**config.mk**
```make
export PLATFORM = sky130hd
export DESIGN_NAME = gpp_port
export DESIGN_NICKNAME = d
export VERILOG_FILES = /design/src/inc/gpp_pkg.sv /design/src/inc/gpp_par_if.sv /design/src/design/gpp_pad_par.sv /design/src/design/gpp_port.sv
export SDC_FILE = /design/constraint.sdc
export NUM_CORES = 1
export LEC_CHECK = 0
export ABC_AREA = 1
export BUFFER_PORTS_ARGS = -buffer_cell sky130_fd_sc_hd__buf_2
export CAP_MARGIN = 20
export CORE_MARGIN = 2
export CORE_UTILIZATION = 55
export DETAILED_ROUTE_END_ITERATION = 10
export PLACE_DENSITY = 0.8
export RECOVER_POWER = 25
export SLEW_MARGIN = 20
export SYNTH_ARGS = -nofsm -noshare
export SYNTH_HDL_FRONTEND = slang
export SYNTH_SLANG_ARGS = --single-unit
```
**constraint.sdc**
```tcl
create_clock -name clk_i -period 13 [get_ports clk_i]
set_input_delay 2.6 -clock clk_i [delete_from_list [all_inputs] [get_ports clk_i]]
set_output_delay 2.6 -clock clk_i [all_outputs]
set_load 0.1 [all_outputs]
```
**src/inc/gpp_pkg.sv**
```systemverilog
// Constants, types and helpers shared by the GPIO port block.
// Assumes a 40 MHz system clock and a word-wide AHB-Lite register bus.
package gpp_pkg;

    localparam int unsigned GPP_PORTS = 3;
    localparam int unsigned GPP_PINS  = 8;

    // Register byte addresses
    localparam logic [31:0] GPP_PORT0_DIR_DATA_ADDR   = 32'hFFFFF420;
    localparam logic [31:0] GPP_PORT0_BIT_SET_ADDR    = 32'hFFFFF424;
    localparam logic [31:0] GPP_PORT0_BIT_CLEAR_ADDR  = 32'hFFFFF428;
    localparam logic [31:0] GPP_PORT0_PAD_PARAMS_ADDR = 32'hFFFFF42C;
    localparam logic [31:0] GPP_PORT1_DIR_DATA_ADDR   = 32'hFFFFF430;
    localparam logic [31:0] GPP_PORT1_BIT_SET_ADDR    = 32'hFFFFF434;
    localparam logic [31:0] GPP_PORT1_BIT_CLEAR_ADDR  = 32'hFFFFF438;
    localparam logic [31:0] GPP_PORT1_PAD_PARAMS_ADDR = 32'hFFFFF43C;
    localparam logic [31:0] GPP_PORT2_DIR_DATA_ADDR   = 32'hFFFFF440;
    localparam logic [31:0] GPP_PORT2_BIT_SET_ADDR    = 32'hFFFFF444;
    localparam logic [31:0] GPP_PORT2_BIT_CLEAR_ADDR  = 32'hFFFFF448;
    localparam logic [31:0] GPP_PORT2_PAD_PARAMS_ADDR = 32'hFFFFF44C;

    typedef enum logic [1:0] {
        GPP_K_DAT = 2'h0,
        GPP_K_SET = 2'h1,
        GPP_K_CLR = 2'h2,
        GPP_K_PAR = 2'h3
    } gpp_kind_t;

    localparam logic [31:0] GPP_REG_ADDR [GPP_PORTS][4] = '{
        '{GPP_PORT0_DIR_DATA_ADDR, GPP_PORT0_BIT_SET_ADDR,
          GPP_PORT0_BIT_CLEAR_ADDR, GPP_PORT0_PAD_PARAMS_ADDR},
        '{GPP_PORT1_DIR_DATA_ADDR, GPP_PORT1_BIT_SET_ADDR,
          GPP_PORT1_BIT_CLEAR_ADDR, GPP_PORT1_PAD_PARAMS_ADDR},
        '{GPP_PORT2_DIR_DATA_ADDR, GPP_PORT2_BIT_SET_ADDR,
          GPP_PORT2_BIT_CLEAR_ADDR, GPP_PORT2_PAD_PARAMS_ADDR}};

    // Data register field positions
    localparam int unsigned GPP_DIR_LSB = 24;
    localparam int unsigned GPP_OUT_LSB = 16;
    localparam int unsigned GPP_RST_LSB = 8;
    localparam int unsigned GPP_IN_LSB  = 0;

    // Pad parameter layout
    localparam int unsigned GPP_GRP_W   = 4;
    localparam int unsigned GPP_PUD_OFS = 0;
    localparam int unsigned GPP_DRV_OFS = 1;
    localparam logic [1:0]  GPP_DRV_MED = 2'h0;
    localparam logic [1:0]  GPP_DRV_LOW = 2'h1;

    // Writable pull-up disable bits per port
    localparam logic [31:0] GPP_PUD_MASK [GPP_PORTS] = '{
        32'h11111111, 32'h11111111, 32'h00011100};
    // Writable drive strength bits per port
    localparam logic [31:0] GPP_DRV_MASK [GPP_PORTS] = '{
        32'h66600000, 32'h66000000, 32'h00000000};
    // Pad parameter reset words
    localparam logic [31:0] GPP_PAR_RST [GPP_PORTS] = '{
        32'h22220000, 32'h22000022, 32'h00000000};

    // AHB-Lite codes
    localparam logic [1:0] GPP_HTRANS_NONSEQ = 2'h2;
    localparam logic       GPP_HRESP_OKAY    = 1'h0;

    typedef enum logic {
        GPP_BUS_IDLE = 1'h0,
        GPP_BUS_WR   = 1'h1
    } gpp_bus_st_t;

    typedef struct packed {
        gpp_bus_st_t                bus;
        logic                       hready;
        logic                       hresp;
        logic [31:0]                rdata;
        logic                       wr_hit;
        logic [1:0]                 wr_port;
        gpp_kind_t                  wr_kind;
        logic                       captured;
        logic [GPP_PORTS-1:0][7:0]  dir;
        logic [GPP_PORTS-1:0][7:0]  dout;
        logic [GPP_PORTS-1:0][7:0]  rst_lvl;
        logic [GPP_PORTS-1:0][7:0]  din;
        logic [GPP_PORTS-1:0][31:0] pad_applied;
        logic [GPP_PORTS-1:0][7:0]  pu_en;
        logic [GPP_PORTS-1:0][7:0]  drv_low;
        logic [GPP_PORTS-1:0][7:0]  drv_high;
    } gpp_state_t;

    typedef struct packed {
        logic [31:0] par;
        logic        drv_locked;
    } gpp_par_state_t;

    // Drive code of pin n: returns {high, low}
    function automatic logic [1:0] gpp_drv_decode(input logic [31:0] par,
                                                  input int unsigned pin);
        logic [1:0] code;
        code = par[pin*GPP_GRP_W+GPP_DRV_OFS +: 2];
        gpp_drv_decode = {code[1], code == GPP_DRV_LOW};
    endfunction

endpackage

```
**src/inc/gpp_par_if.sv**
```systemverilog
// Link between the port logic and one pad parameter register.
// Assumes a single clock shared by both ends.
`timescale 1ns/100ps
`default_nettype none
interface gpp_par_if;
    logic        wr;
    logic [31:0] wdata;
    logic [31:0] rdata;

    modport ctrl (output wr, output wdata, input rdata);
    modport regs (input wr, input wdata, output rdata);
endinterface
`default_nettype wire

```
**src/design/gpp_pad_par.sv**
```systemverilog
// One pad parameter register with write-once drive fields.
// Assumes wr is a one-cycle pulse with wdata valid in that cycle.
`timescale 1ns/100ps
`default_nettype none
module gpp_pad_par #(
    parameter int unsigned PORT = 0
) (
    // Clock and reset
    input  wire logic  clk_i,
    input  wire logic  rst_i,
    // Register access
    gpp_par_if.regs    par
);
    import gpp_pkg::*;

    localparam logic [31:0] PUD_M = GPP_PUD_MASK[PORT];
    localparam logic [31:0] DRV_M = GPP_DRV_MASK[PORT];
    localparam gpp_par_state_t ST_RST = '{
        par:        GPP_PAR_RST[PORT] & (PUD_M | DRV_M),
        drv_locked: 1'h0};

    gpp_par_state_t st_ff;
    gpp_par_state_t nxt_st;

    always_comb begin
        nxt_st = st_ff;
        if (par.wr) begin
            // Fixed and reserved bits stay zero
            nxt_st.par = (st_ff.par & ~PUD_M) | (par.wdata & PUD_M);
            if (!st_ff.drv_locked) begin
                nxt_st.par = (nxt_st.par & ~DRV_M) | (par.wdata & DRV_M);
                nxt_st.drv_locked = 1'h1;
            end
        end
    end

    always_ff @(posedge clk_i or posedge rst_i) begin
        if (rst_i) begin
            st_ff <= ST_RST;
        end else begin
            st_ff <= nxt_st;
        end
    end

    assign par.rdata = st_ff.par;
endmodule // gpp_pad_par
`default_nettype wire

```
**src/design/gpp_port.sv**
```systemverilog
// GPIO data, set, clear and pad parameter logic for three 8-pin ports.
// Assumes pins synchronous to clk_i and one AHB-Lite master.
//
// The AHB-Lite register port is this design's own decision.
`timescale 1ns/100ps
`default_nettype none
module gpp_port (
    // Clock and reset
    input  wire logic                                  clk_i,
    input  wire logic                                  rst_i,
    // AHB-Lite slave
    input  wire logic                                  hsel_i,
    input  wire logic [31:0]                           haddr_i,
    input  wire logic [1:0]                            htrans_i,
    input  wire logic                                  hwrite_i,
    input  wire logic [2:0]                            hsize_i,
    input  wire logic [31:0]                           hwdata_i,
    input  wire logic                                  hready_i,
    output logic                                       hreadyout_o,
    output logic                                       hresp_o,
    output logic [31:0]                                hrdata_o,
    // Pins
    input  wire logic [gpp_pkg::GPP_PORTS-1:0][7:0]    pin_i,
    output logic [gpp_pkg::GPP_PORTS-1:0][7:0]         pin_o,
    output logic [gpp_pkg::GPP_PORTS-1:0][7:0]         pin_oe_o,
    // Pad controls
    input  wire logic                                  analog_input_twelve_sel_i,
    output logic [gpp_pkg::GPP_PORTS-1:0][7:0]         pullup_en_o,
    output logic [gpp_pkg::GPP_PORTS-1:0][7:0]         drive_low_o,
    output logic [gpp_pkg::GPP_PORTS-1:0][7:0]         drive_high_o
);
    import gpp_pkg::*;

    localparam gpp_state_t ST_RST = '{
        bus:         GPP_BUS_IDLE,
        hready:      1'h1,
        hresp:       GPP_HRESP_OKAY,
        wr_kind:     GPP_K_DAT,
        pad_applied: {GPP_PAR_RST[2] & (GPP_PUD_MASK[2] | GPP_DRV_MASK[2]),
                      GPP_PAR_RST[1] & (GPP_PUD_MASK[1] | GPP_DRV_MASK[1]),
                      GPP_PAR_RST[0] & (GPP_PUD_MASK[0] | GPP_DRV_MASK[0])},
        pu_en:       {(GPP_PORTS*8){1'h1}},
        default:     '0};

    gpp_state_t st_ff;
    gpp_state_t nxt_st;

    logic [GPP_PORTS-1:0]       par_wr;
    logic [GPP_PORTS-1:0][31:0] par_rd;

    // Address lookup: {hit, port, kind}
    function automatic logic [4:0] gpp_decode(input logic [31:0] addr);
        gpp_decode = '0;
        for (int p = 0; p < GPP_PORTS; p++) begin
            for (int k = 0; k < 4; k++) begin
                if (addr == GPP_REG_ADDR[p][k]) begin
                    gpp_decode = {1'h1, 2'(p), 2'(k)};
                end
            end
        end
    endfunction

    // Pad parameter registers
    for (genvar g = 0; g < GPP_PORTS; g++) begin : g_par
        gpp_par_if par_if ();
        assign par_if.wr    = par_wr[g];
        assign par_if.wdata = hwdata_i;
        assign par_rd[g]    = par_if.rdata;
        gpp_pad_par #(
            .PORT (g)
        ) u_par (
            .clk_i (clk_i),
            .rst_i (rst_i),
            .par   (par_if)
        );
    end

    always_comb begin
        logic [4:0] dec;
        logic [1:0] dp;
        logic [1:0] hl;
        dec    = '0;
        dp     = '0;
        hl     = '0;
        nxt_st = st_ff;
        par_wr = '0;

        // Live pin levels in every pin mode
        nxt_st.din = pin_i;

        // Levels caught once, first edge after reset release
        if (!st_ff.captured) begin
            nxt_st.captured = 1'h1;
            nxt_st.rst_lvl  = pin_i;
        end

        unique case (st_ff.bus)
            GPP_BUS_IDLE: begin
                nxt_st.hready = 1'h1;
                if (hsel_i && htrans_i[1] && hready_i) begin
                    dec = gpp_decode(haddr_i);
                    dp  = dec[3:2];
                    if (hwrite_i) begin
                        nxt_st.bus     = GPP_BUS_WR;
                        nxt_st.hready  = 1'h0;
                        nxt_st.wr_hit  = dec[4];
                        nxt_st.wr_port = dp;
                        nxt_st.wr_kind = gpp_kind_t'(dec[1:0]);
                    end else begin
                        nxt_st.rdata = '0;
                        if (dec[4]) begin
                            unique case (gpp_kind_t'(dec[1:0]))
                                GPP_K_DAT: nxt_st.rdata = {st_ff.dir[dp], st_ff.dout[dp],
                                                           st_ff.rst_lvl[dp], st_ff.din[dp]};
                                GPP_K_SET: nxt_st.rdata = '0;
                                GPP_K_CLR: nxt_st.rdata = '0;
                                GPP_K_PAR: nxt_st.rdata = par_rd[dp];
                            endcase
                        end
                    end
                end
            end
            GPP_BUS_WR: begin
                // Data phase: hwdata valid, one wait state
                nxt_st.bus    = GPP_BUS_IDLE;
                nxt_st.hready = 1'h1;
                dp = st_ff.wr_port;
                if (st_ff.wr_hit) begin
                    unique case (st_ff.wr_kind)
                        GPP_K_DAT: begin
                            nxt_st.dir[dp]  = hwdata_i[GPP_DIR_LSB +: 8];
                            nxt_st.dout[dp] = hwdata_i[GPP_OUT_LSB +: 8];
                            // Pad settings take effect here
                            nxt_st.pad_applied[dp] = par_rd[dp];
                        end
                        GPP_K_SET: begin
                            nxt_st.dout[dp] = st_ff.dout[dp]
                                            | hwdata_i[GPP_OUT_LSB +: 8];
                        end
                        GPP_K_CLR: begin
                            nxt_st.dout[dp] = st_ff.dout[dp]
                                            & ~hwdata_i[GPP_OUT_LSB +: 8];
                        end
                        GPP_K_PAR: par_wr[dp] = 1'h1;
                    endcase
                end
            end
        endcase

        // Pad controls from the applied parameters
        for (int p = 0; p < GPP_PORTS; p++) begin
            for (int n = 0; n < GPP_PINS; n++) begin
                nxt_st.pu_en[p][n] =
                    !st_ff.pad_applied[p][n*GPP_GRP_W+GPP_PUD_OFS];
                hl = gpp_drv_decode(st_ff.pad_applied[p], n);
                nxt_st.drv_high[p][n] = hl[1];
                nxt_st.drv_low[p][n]  = hl[0];
            end
        end
        if (analog_input_twelve_sel_i) begin
            nxt_st.pu_en[2][0] = 1'h1;
        end
        nxt_st.hresp = GPP_HRESP_OKAY;
    end

    always_ff @(posedge clk_i or posedge rst_i) begin
        if (rst_i) begin
            st_ff <= ST_RST;
        end else begin
            st_ff <= nxt_st;
        end
    end

    assign hreadyout_o  = st_ff.hready;
    assign hresp_o      = st_ff.hresp;
    assign hrdata_o     = st_ff.rdata;
    assign pin_o        = st_ff.dout;
    assign pin_oe_o     = st_ff.dir;
    assign pullup_en_o  = st_ff.pu_en;
    assign drive_low_o  = st_ff.drv_low;
    assign drive_high_o = st_ff.drv_high;
endmodule // gpp_port
`default_nettype wire

```
==> results.md, run 1 <==
- Count of pins over their slew limit: roughly 100
- CTS Root Buffer Type: sky130_fd_sc_hd__clkbuf_16
- Startpoint Class: input pin
- Die Ht: 154.1 um
- Start point of the worst hold path: st_ff[160]
- Fraction of power consumed by combinational cells: 0.152
- Fraction of registers with async set/reset: 1.000
- #FFs+latches synth: 251
- Post-synthesis cell area: approximately 12000 um2
- Post-synthesis share of cell area spent on xor and xnor gates: 0
- Source of the critical timing path: haddr_i[2]
- Number of gates given a new drive strength after cts: 0
- LEAKAGE: 6.803 nW
- Critical-path maximum fanout: 35
- Number of antenna violations at the first check in global routing: 1
- CTS Sinks: 251
- Worst slew margin: -0.1337
- Launching point of the worst reg2reg path: st_ff[267]
- Violated checks: max-capacitance violations, max-slew violations
- Number of hold buffers added after CTS: 0
- Drt via density: 5.239
- P_int: 1.322 mW
- Maxcap violations: 3
- Fraction of layout instances using a drive strength above 1: 0.2137
- Final number of hold-violating endpoints: 0
- Count of endpoints failing setup in the final report: 0
- Final worst path period need: about 4.9 ns
- Average wire per cell in the routed design: 16.24 um
- TritonCTS clock tree: built
- Data required time of the worst path: between 10 and 15 ns
- Synthesized-area fraction occupied by adder cells: 0.005046
- Crit-path cells: buf_2, inv_1, nand2_1, nor2_1, o211ai_4, nand2_4, nor2_4, nand2_2, nand2_2, nor2_4, inv_2, o21ai_0
- Most used flip-flop cell after synthesis: sky130_fd_sc_hd__dfrtp_1
- Max VDD drop: 0.00008633 V
- Longest Clk Path Bufs: 3
- WP data arrival: 5.37 ns
- DR pass1 iterations: 5
- Sw Ratio: 0.2932
- Share of total power in the clock network: 0.412
- Final setup TNS: 0 ns
- Die Width: about 150 um
- Multiplexer share of the synthesized area: 0.01635
- Core Box Area: 21960 um2
- Vias in the first global route: 9179
- Kind of end point of the critical path: register
- Total power divided by cell area: 138.7 nW/um2
- Cell type contributing the most total cell area after synthesis: sky130_fd_sc_hd__dfrtp_1
- Initial Utilization: 0.5646
- Result of the run: finished, violations left
- PnR Total Power: 1.870 mW
- Count of synthesis-stage warnings from yosys: 0
- Standard cell with the maximum stage delay on the critical path: sky130_fd_sc_hd__nor2_4
- Initial DRC Count: 735
- Setup repair after global routing missed its margin: false
- Final setup skew: 0.01531 ns
- Finished Layout Cells: 1844
- Cts bufs inserted: 26
- Count of fill cells added during filler insertion: 1883
- Crit path kind: in2reg
- Global Route Usage Sum: 0.2512
- HP Class: reg2reg
- Avg Synthesized Cell Area: 8.423 um2
- HPWL after detailed placement: 19910 um
- Maximum single-stage delay on the critical path: 0.51 ns
- Share of total power in sequential cells: 0.436
- Wire length of the first global-routing pass: 47800 um
- Clock latency on the worst-skew pair: between 0.5 and 0.6 ns
- Final weighted congestion in routability-driven placement: 0.8863
- Global route total overflow: 0
- Number of distinct library cells after synthesis: 37
- Count of buffers added by post-CTS timing repair for setup: 0
- Ports placed on the boundary: about 250
- DRC violations left: 0
- Post-synthesis to final-layout area growth: 8.720%
- Total net switching power: 0.5482 mW
- Routed Wire Length: about 30000 um
- ANT nets after route: 0
- Syn Inst Count: 1472
- Most repeated cell in the gate-level netlist after synthesis: sky130_fd_sc_hd__nand2_1
- Synth area leaders: sky130_fd_sc_hd__dfrtp_1 (44%), sky130_fd_sc_hd__buf_4 (9.4%), sky130_fd_sc_hd__nand2_1 (9.4%), sky130_fd_sc_hd__dfstp_2 (7.4%), sky130_fd_sc_hd__o21ai_0 (5.6%)
- Level count of the clock H-tree: 1
- Period Utilization, post-route: 0.3790
- List of most frequent post-synthesis cells: sky130_fd_sc_hd__nand2_1 (309), sky130_fd_sc_hd__dfrtp_1 (216), sky130_fd_sc_hd__nor2_1 (182), sky130_fd_sc_hd__inv_1 (158), sky130_fd_sc_hd__buf_4 (155)
- Largest net degree at the start of global routing: 101
- Synthesized-area fraction occupied by and/or/nand/nor cells: 0.1910
- Die Outline Area: roughly 24000 um2
- Number of buffers added on ports: roughly 210
- Nets: 1648
- Number of enable flip-flop cells after synthesis: 0
- Site row count: 54
- Post-synthesis compound-gate area fraction: 0.1167
- Clock Pin Slew Worst Setup and Hold Paths: ~0.06 ns
- Area share of the largest cell type after synthesis: 0.4360
- Detailed-route via count: between 9000 and 10000
- Max Freq: between 200 and 250 MHz
- Number of instances in the placed design: 1795
- Largest family of logic cells by synthesized area: simple AND/OR/NAND/NOR gates
- Transition at the pin with the smallest max-transition slack: 1.694 ns
- Sequential cell area fraction in the yosys report: 0.5101
==> area by class of cell <==
cell class                 count  area (um2)  area share
inverter                     164       624.3     0.04632
multi-input combinational    883        4205      0.3120
tap                          280       350.3     0.02599
sequential                   251        6326      0.4693
antenna                        1       2.502   0.0001856
clock buffer                  32       723.2     0.05365
timing repair buffer         218        1070     0.07937
clock inverter                15       177.7     0.01318
==> critical path: cells and delay by family <==
kind	cells	cell delay, ns
compound gates	2	0.39
buf+inv	3	0.54
simple gates	7	1.79
==> metal layers <==
| layer | share of wire | track usage | vias to the layer above |
|---|---|---|---|
| met5 | 0 | 0 | - |
| li1 | - | - | 4630 |
| met3 | 0.080 | 0.04453 | 83 |
| met4 | 0.031 | 0.07432 | 0 |
| met2 | 0.46 | 0.4057 | 397 |
| met1 | 0.43 | 0.3505 | 4550 |
==> cells by family after synthesis <==
kind of cell	Yosys count
other	2
AOI/OAI and AO/OA	254
and+or+nand+nor	574
buffers and inverters	368
muxes	18
adders and majority gates	5
DFF	251
==> final timing paths <==
kind                                   endpoint  cells after the start  slack (ns)
worst max register to register      pin_oe_o[3]                      6        8.15
min in group asynchronous            st_ff[164]                      2        2.18
worst max-delay path               hrdata_o[19]                     12        8.07
worst min-delay path            pullup_en_o[22]                      1        0.36
max in group asynchronous            st_ff[264]                      3        9.39
worst min register to register  pullup_en_o[22]                      1        0.36
==> registers in the layout (all words and copies together), names as in the netlist <==
name,count
drive_high_o,9
st_ff,88
pin_o,24
g_par.u_par.par.rdata,29
hreadyout_o,1
hrdata_o,32
pullup_en_o,24
g_par.u_par.st_ff,2
drive_low_o,9
nxt_st,9
pin_oe_o,24
==> power by group through the flow <==
stage / clock [mW] / combinational [mW] / sequential [mW]
2_1_floorplan: 0 / 0.234 / 0.824
3_3_place_gp: 0 / 0.280 / 0.828
3_5_place_dp: 0 / 0.283 / 0.828
4_1_cts: 0.780 / 0.285 / 0.815
5_1_grt: 0.812 / 0.308 / 0.817
6_report: 0.771 / 0.284 / 0.815
==> cell usage in the layout (no fill, tap or decap), types with 26 or more instances in the layout <==
master / Yosys / routed
sky130_fd_sc_hd__a21oi_1: 55 / 55
sky130_fd_sc_hd__buf_2: 5 / 183
sky130_fd_sc_hd__clkbuf_1: 39 / 30
sky130_fd_sc_hd__clkbuf_16: 0 / 26
sky130_fd_sc_hd__conb_1: 2 / 32
sky130_fd_sc_hd__dfrtp_1: 216 / 215
sky130_fd_sc_hd__dfstp_2: 35 / 35
sky130_fd_sc_hd__inv_1: 158 / 157
sky130_fd_sc_hd__nand2_1: 309 / 309
sky130_fd_sc_hd__nand3_1: 37 / 37
sky130_fd_sc_hd__nor2_1: 182 / 182
sky130_fd_sc_hd__o21ai_0: 138 / 138
==> stage by stage <==
stage          utilization  setup slack [ns]  instance area, um2  hold WS, ns
2_1_floorplan            -             3.558               12510       0.3454
3_3_place_gp        0.5750             7.587               12630       0.3528
3_5_place_dp        0.5750             7.546               12630       0.3545
4_1_cts             0.6160             8.079               13530       0.3633
5_1_grt             0.6137             7.776               13480       0.3827
6_report            0.6138             8.073               13480       0.3634
No activity file was read; power rests on OpenSTA's default activity.
==> run 2, diff against run 1 <==
CORE_UTILIZATION = 50   (was 55)
PLACE_DENSITY = 0.77   (was 0.8)
clock period = 4.2 ns   (was 13 ns; I/O delays follow)
==> results.md, run 2 (same netlist as run 1, synthesis figures left out) <==
- Result of the run: finished, violations left (unchanged)
- Violated checks: max-capacitance violations, max-slew violations (unchanged)
- Start point of the worst hold path: st_ff[112] (was st_ff[160])
- Nets: 1653 (was 1648)
- ANT nets after route: 0 (unchanged)
- Count of endpoints failing setup in the final report: 0 (unchanged)
- Most flops, register: st_ff (unchanged)
- Wire length of the first global-routing pass: 48560 um (was 47800 um)
- Instance count on the critical path: 13 (was 12)
- Number of flip-flops under the largest register name: 88 (unchanged)
- Data required time of the worst path: 4.64 ns (was 13.45 ns)
- Site row count: 57 (was 54)
- Source of the critical timing path: haddr_i[17] (was haddr_i[2])
- Number of hold buffers added after CTS: 0 (unchanged)
- Critical path buffers and inverters: 3 (unchanged)
- Number of antenna violations at the first check in global routing: 2 (was 1)
- Worst R2R Setup Slack: 1.76 ns (was 8.15 ns)
- CTS Root Buffer Type: sky130_fd_sc_hd__clkbuf_16 (unchanged)
- Final setup TNS: 0 ns (unchanged)
- Detailed-route via count: 9693 (was 9660)
- Clock latency on the worst-skew pair: 0.54 ns (was 0.53 ns)
- Commonest non-fill, non-tap cell in the layout: sky130_fd_sc_hd__nand2_1 (unchanged)
- Crit path kind: in2reg (unchanged)
- Vias in the first global route: 9349 (was 9179)
- Routed Wire Length: 30450 um (was 29960 um)
- WP data arrival: 3.23 ns (was 5.37 ns)
- Die Ht: 161.5 um (was 154.1 um)
- Standard cell with the maximum stage delay on the critical path: sky130_fd_sc_hd__nor2_4 (unchanged)
- Capturing element of the worst setup path: hrdata_o[19] (unchanged)
- Die Width: 161.5 um (was 154.1 um)
- Final worst path period need: approximately 2.8 ns
- Highest-count cells in the layout ignoring fill and taps: sky130_fd_sc_hd__nand2_1 (309), sky130_fd_sc_hd__dfrtp_1 (216), sky130_fd_sc_hd__buf_2 (191), sky130_fd_sc_hd__nor2_1 (180), sky130_fd_sc_hd__inv_1 (157) (was sky130_fd_sc_hd__nand2_1 (309), sky130_fd_sc_hd__dfrtp_1 (215), sky130_fd_sc_hd__buf_2 (183), sky130_fd_sc_hd__nor2_1 (182), sky130_fd_sc_hd__inv_1 (157))
- Total power divided by cell area: 424.2 nW/um2 (was 138.7 nW/um2)
- Worst r2r dst: pin_o[7] (was pin_oe_o[3])
- Max Freq: about 360 MHz
- Largest net degree at the start of global routing: 181 (was 101)
- Initial DRC Count: 777 (was 735)
- Startpoint Class: input pin (unchanged)
- HP Class: reg2reg (unchanged)
- Crit-path cells: buf_2, nand2_1, nor2_1, nand2_1, nor2_4, nand3_2, clkinv_2, nor2_4, nand2_2, nand2_2, nor2_4, inv_2, o21ai_0 (was buf_2, inv_1, nand2_1, nor2_1, o211ai_4, nand2_4, nor2_4, nand2_2, nand2_2, nor2_4, inv_2, o21ai_0)
- Fraction of layout instances using a drive strength above 1: 0.2236 (was 0.2137)
- Global route total overflow: 0 (unchanged)
- Kind of cell adding the most delay to the critical path: simple AND/OR/NAND/NOR gates (unchanged)
- Ports placed on the boundary: 253 (unchanged)
- Global Route Usage Sum: 0.2341 (was 0.2512)
- CTS Sinks: 251 (unchanged)
- Longest Clk Path Bufs: 3 (unchanged)
- Transition at the pin with the smallest max-transition slack: 2.343 ns (was 1.694 ns)
- LEAKAGE: 6.876 nW (was 6.803 nW)
- DR pass1 iterations: 7 (was 5)
- Kind of end point of the critical path: register (unchanged)
- Count of buffers added by post-CTS timing repair for setup: 0 (unchanged)
- Core Box Area: 24320 um2 (was 21960 um2)
- Final weighted congestion in routability-driven placement: 0.8908 (was 0.8863)
- Clock Pin Slew Worst Setup and Hold Paths: 0.06 ns (about the same)
- Post-synthesis to final-layout area growth: 9.547% (was 8.720%)
- Worst slew margin: -0.5622 (was -0.1337)
- Most common cell type on the critical path: sky130_fd_sc_hd__nor2_4
- Maximum single-stage delay on the critical path: 0.48 ns (was 0.51 ns)
- TritonCTS clock tree: built (unchanged)
- Number of gates given a new drive strength after cts: 0 (unchanged)
- Cts bufs inserted: 27 (was 26)
- HPWL after detailed placement: 20450 um (was 19910 um)
- Cell count of the worst reg-to-reg path: 6 (unchanged)
- Maxcap violations: 2 (was 3)
- DRC violations left: 0 (unchanged)
- Launching point of the worst reg2reg path: st_ff[268] (was st_ff[267])
- Number of buffers added on ports: 205 (unchanged)
- Setup repair after global routing missed its margin: false (unchanged)
- Average wire per cell in the routed design: 16.07 um (was 16.24 um)
- Count of pins over their slew limit: 253 (was 102)
- Final number of hold-violating endpoints: 0 (unchanged)
- Level count of the clock H-tree: 1 (unchanged)
- Die Outline Area: 26070 um2 (was 23760 um2)
- Final setup skew: 0.01943 ns (was 0.01531 ns)
- Critical-path maximum fanout: 17 (was 35)
- Initial Utilization: 0.5098 (was 0.5646)
- Final standard cell utilization of the core: 0.5585 (was 0.6138)
- Period Utilization, post-route: 0.6636
- Max VDD drop: 0.0002828 V (was 0.00008633 V)
- Drt via density: 5.115 (was 5.239)
[run 2: report_power, final]
group | leakage [nW] | internal [mW] | total, mW | switching (mW)
registers | 2.95 | 2.48 | 2.52 | 0.0432
logic | 3.49 | 0.204 | 0.894 | 0.690
clock network | 0.439 | 1.40 | 2.34 | 0.946
total | 6.88 | 4.08 | 5.76 | 1.68
[run 2: routing by layer]
metal,track usage,share of wire
met1,0.3242,0.42
met2,0.3757,0.46
met3,0.04160,0.085
met4,0.07711,0.030
met5,0,0.00036
[run 2: final cells by class]
class,count,area [um2]
Multi-Input combinational cell,883,4215
Tap cell,324,405.4
Antenna cell,1,2.502
Timing Repair Buffer,222,1134
Clock buffer,40,774.5
Inverter,164,618.1
Fill cell,2181,10740
Clock inverter,10,107.6
Sequential cell,251,6325
[run 2: through the flow]
| step | cell area, um2 | hold slack (ns) | setup slack, ns | power (mW) | std cells |
|---|---|---|---|---|---|
| after floorplan | 12510 | 0.3454 | 0.08689 | 3.275 | 1502 |
| after global placement | 12730 | 0.3543 | 0.9164 | 3.432 | 1844 |
| after detailed placement | 12730 | 0.3549 | 0.8043 | 3.450 | 1844 |
| after CTS | 13610 | 0.3645 | 1.408 | 5.796 | 1894 |
| after global routing | 13580 | 0.3785 | 1.030 | 5.985 | 1895 |
| final | 13580 | 0.3616 | 1.413 | 5.761 | 1895 |
[run 2: worst min-delay path by stage]
stage / endpoint / cells after the start
detailed placement: pullup_en_o[1] / 1
finish: pullup_en_o[10] / 1
global placement: pullup_en_o[2] / 1
CTS: pullup_en_o[2] / 1
global route: pullup_en_o[22] / 1
floorplan: pullup_en_o[0] / 1
[run 2: worst register-to-register path: cells and delay by family, from the launching register on]
family | cells | cell delay [ns]
compound gates | 1 | 0.15
buf+inv | 2 | 0.50
simple gates | 3 | 1.30
flops | 1 | 0.40
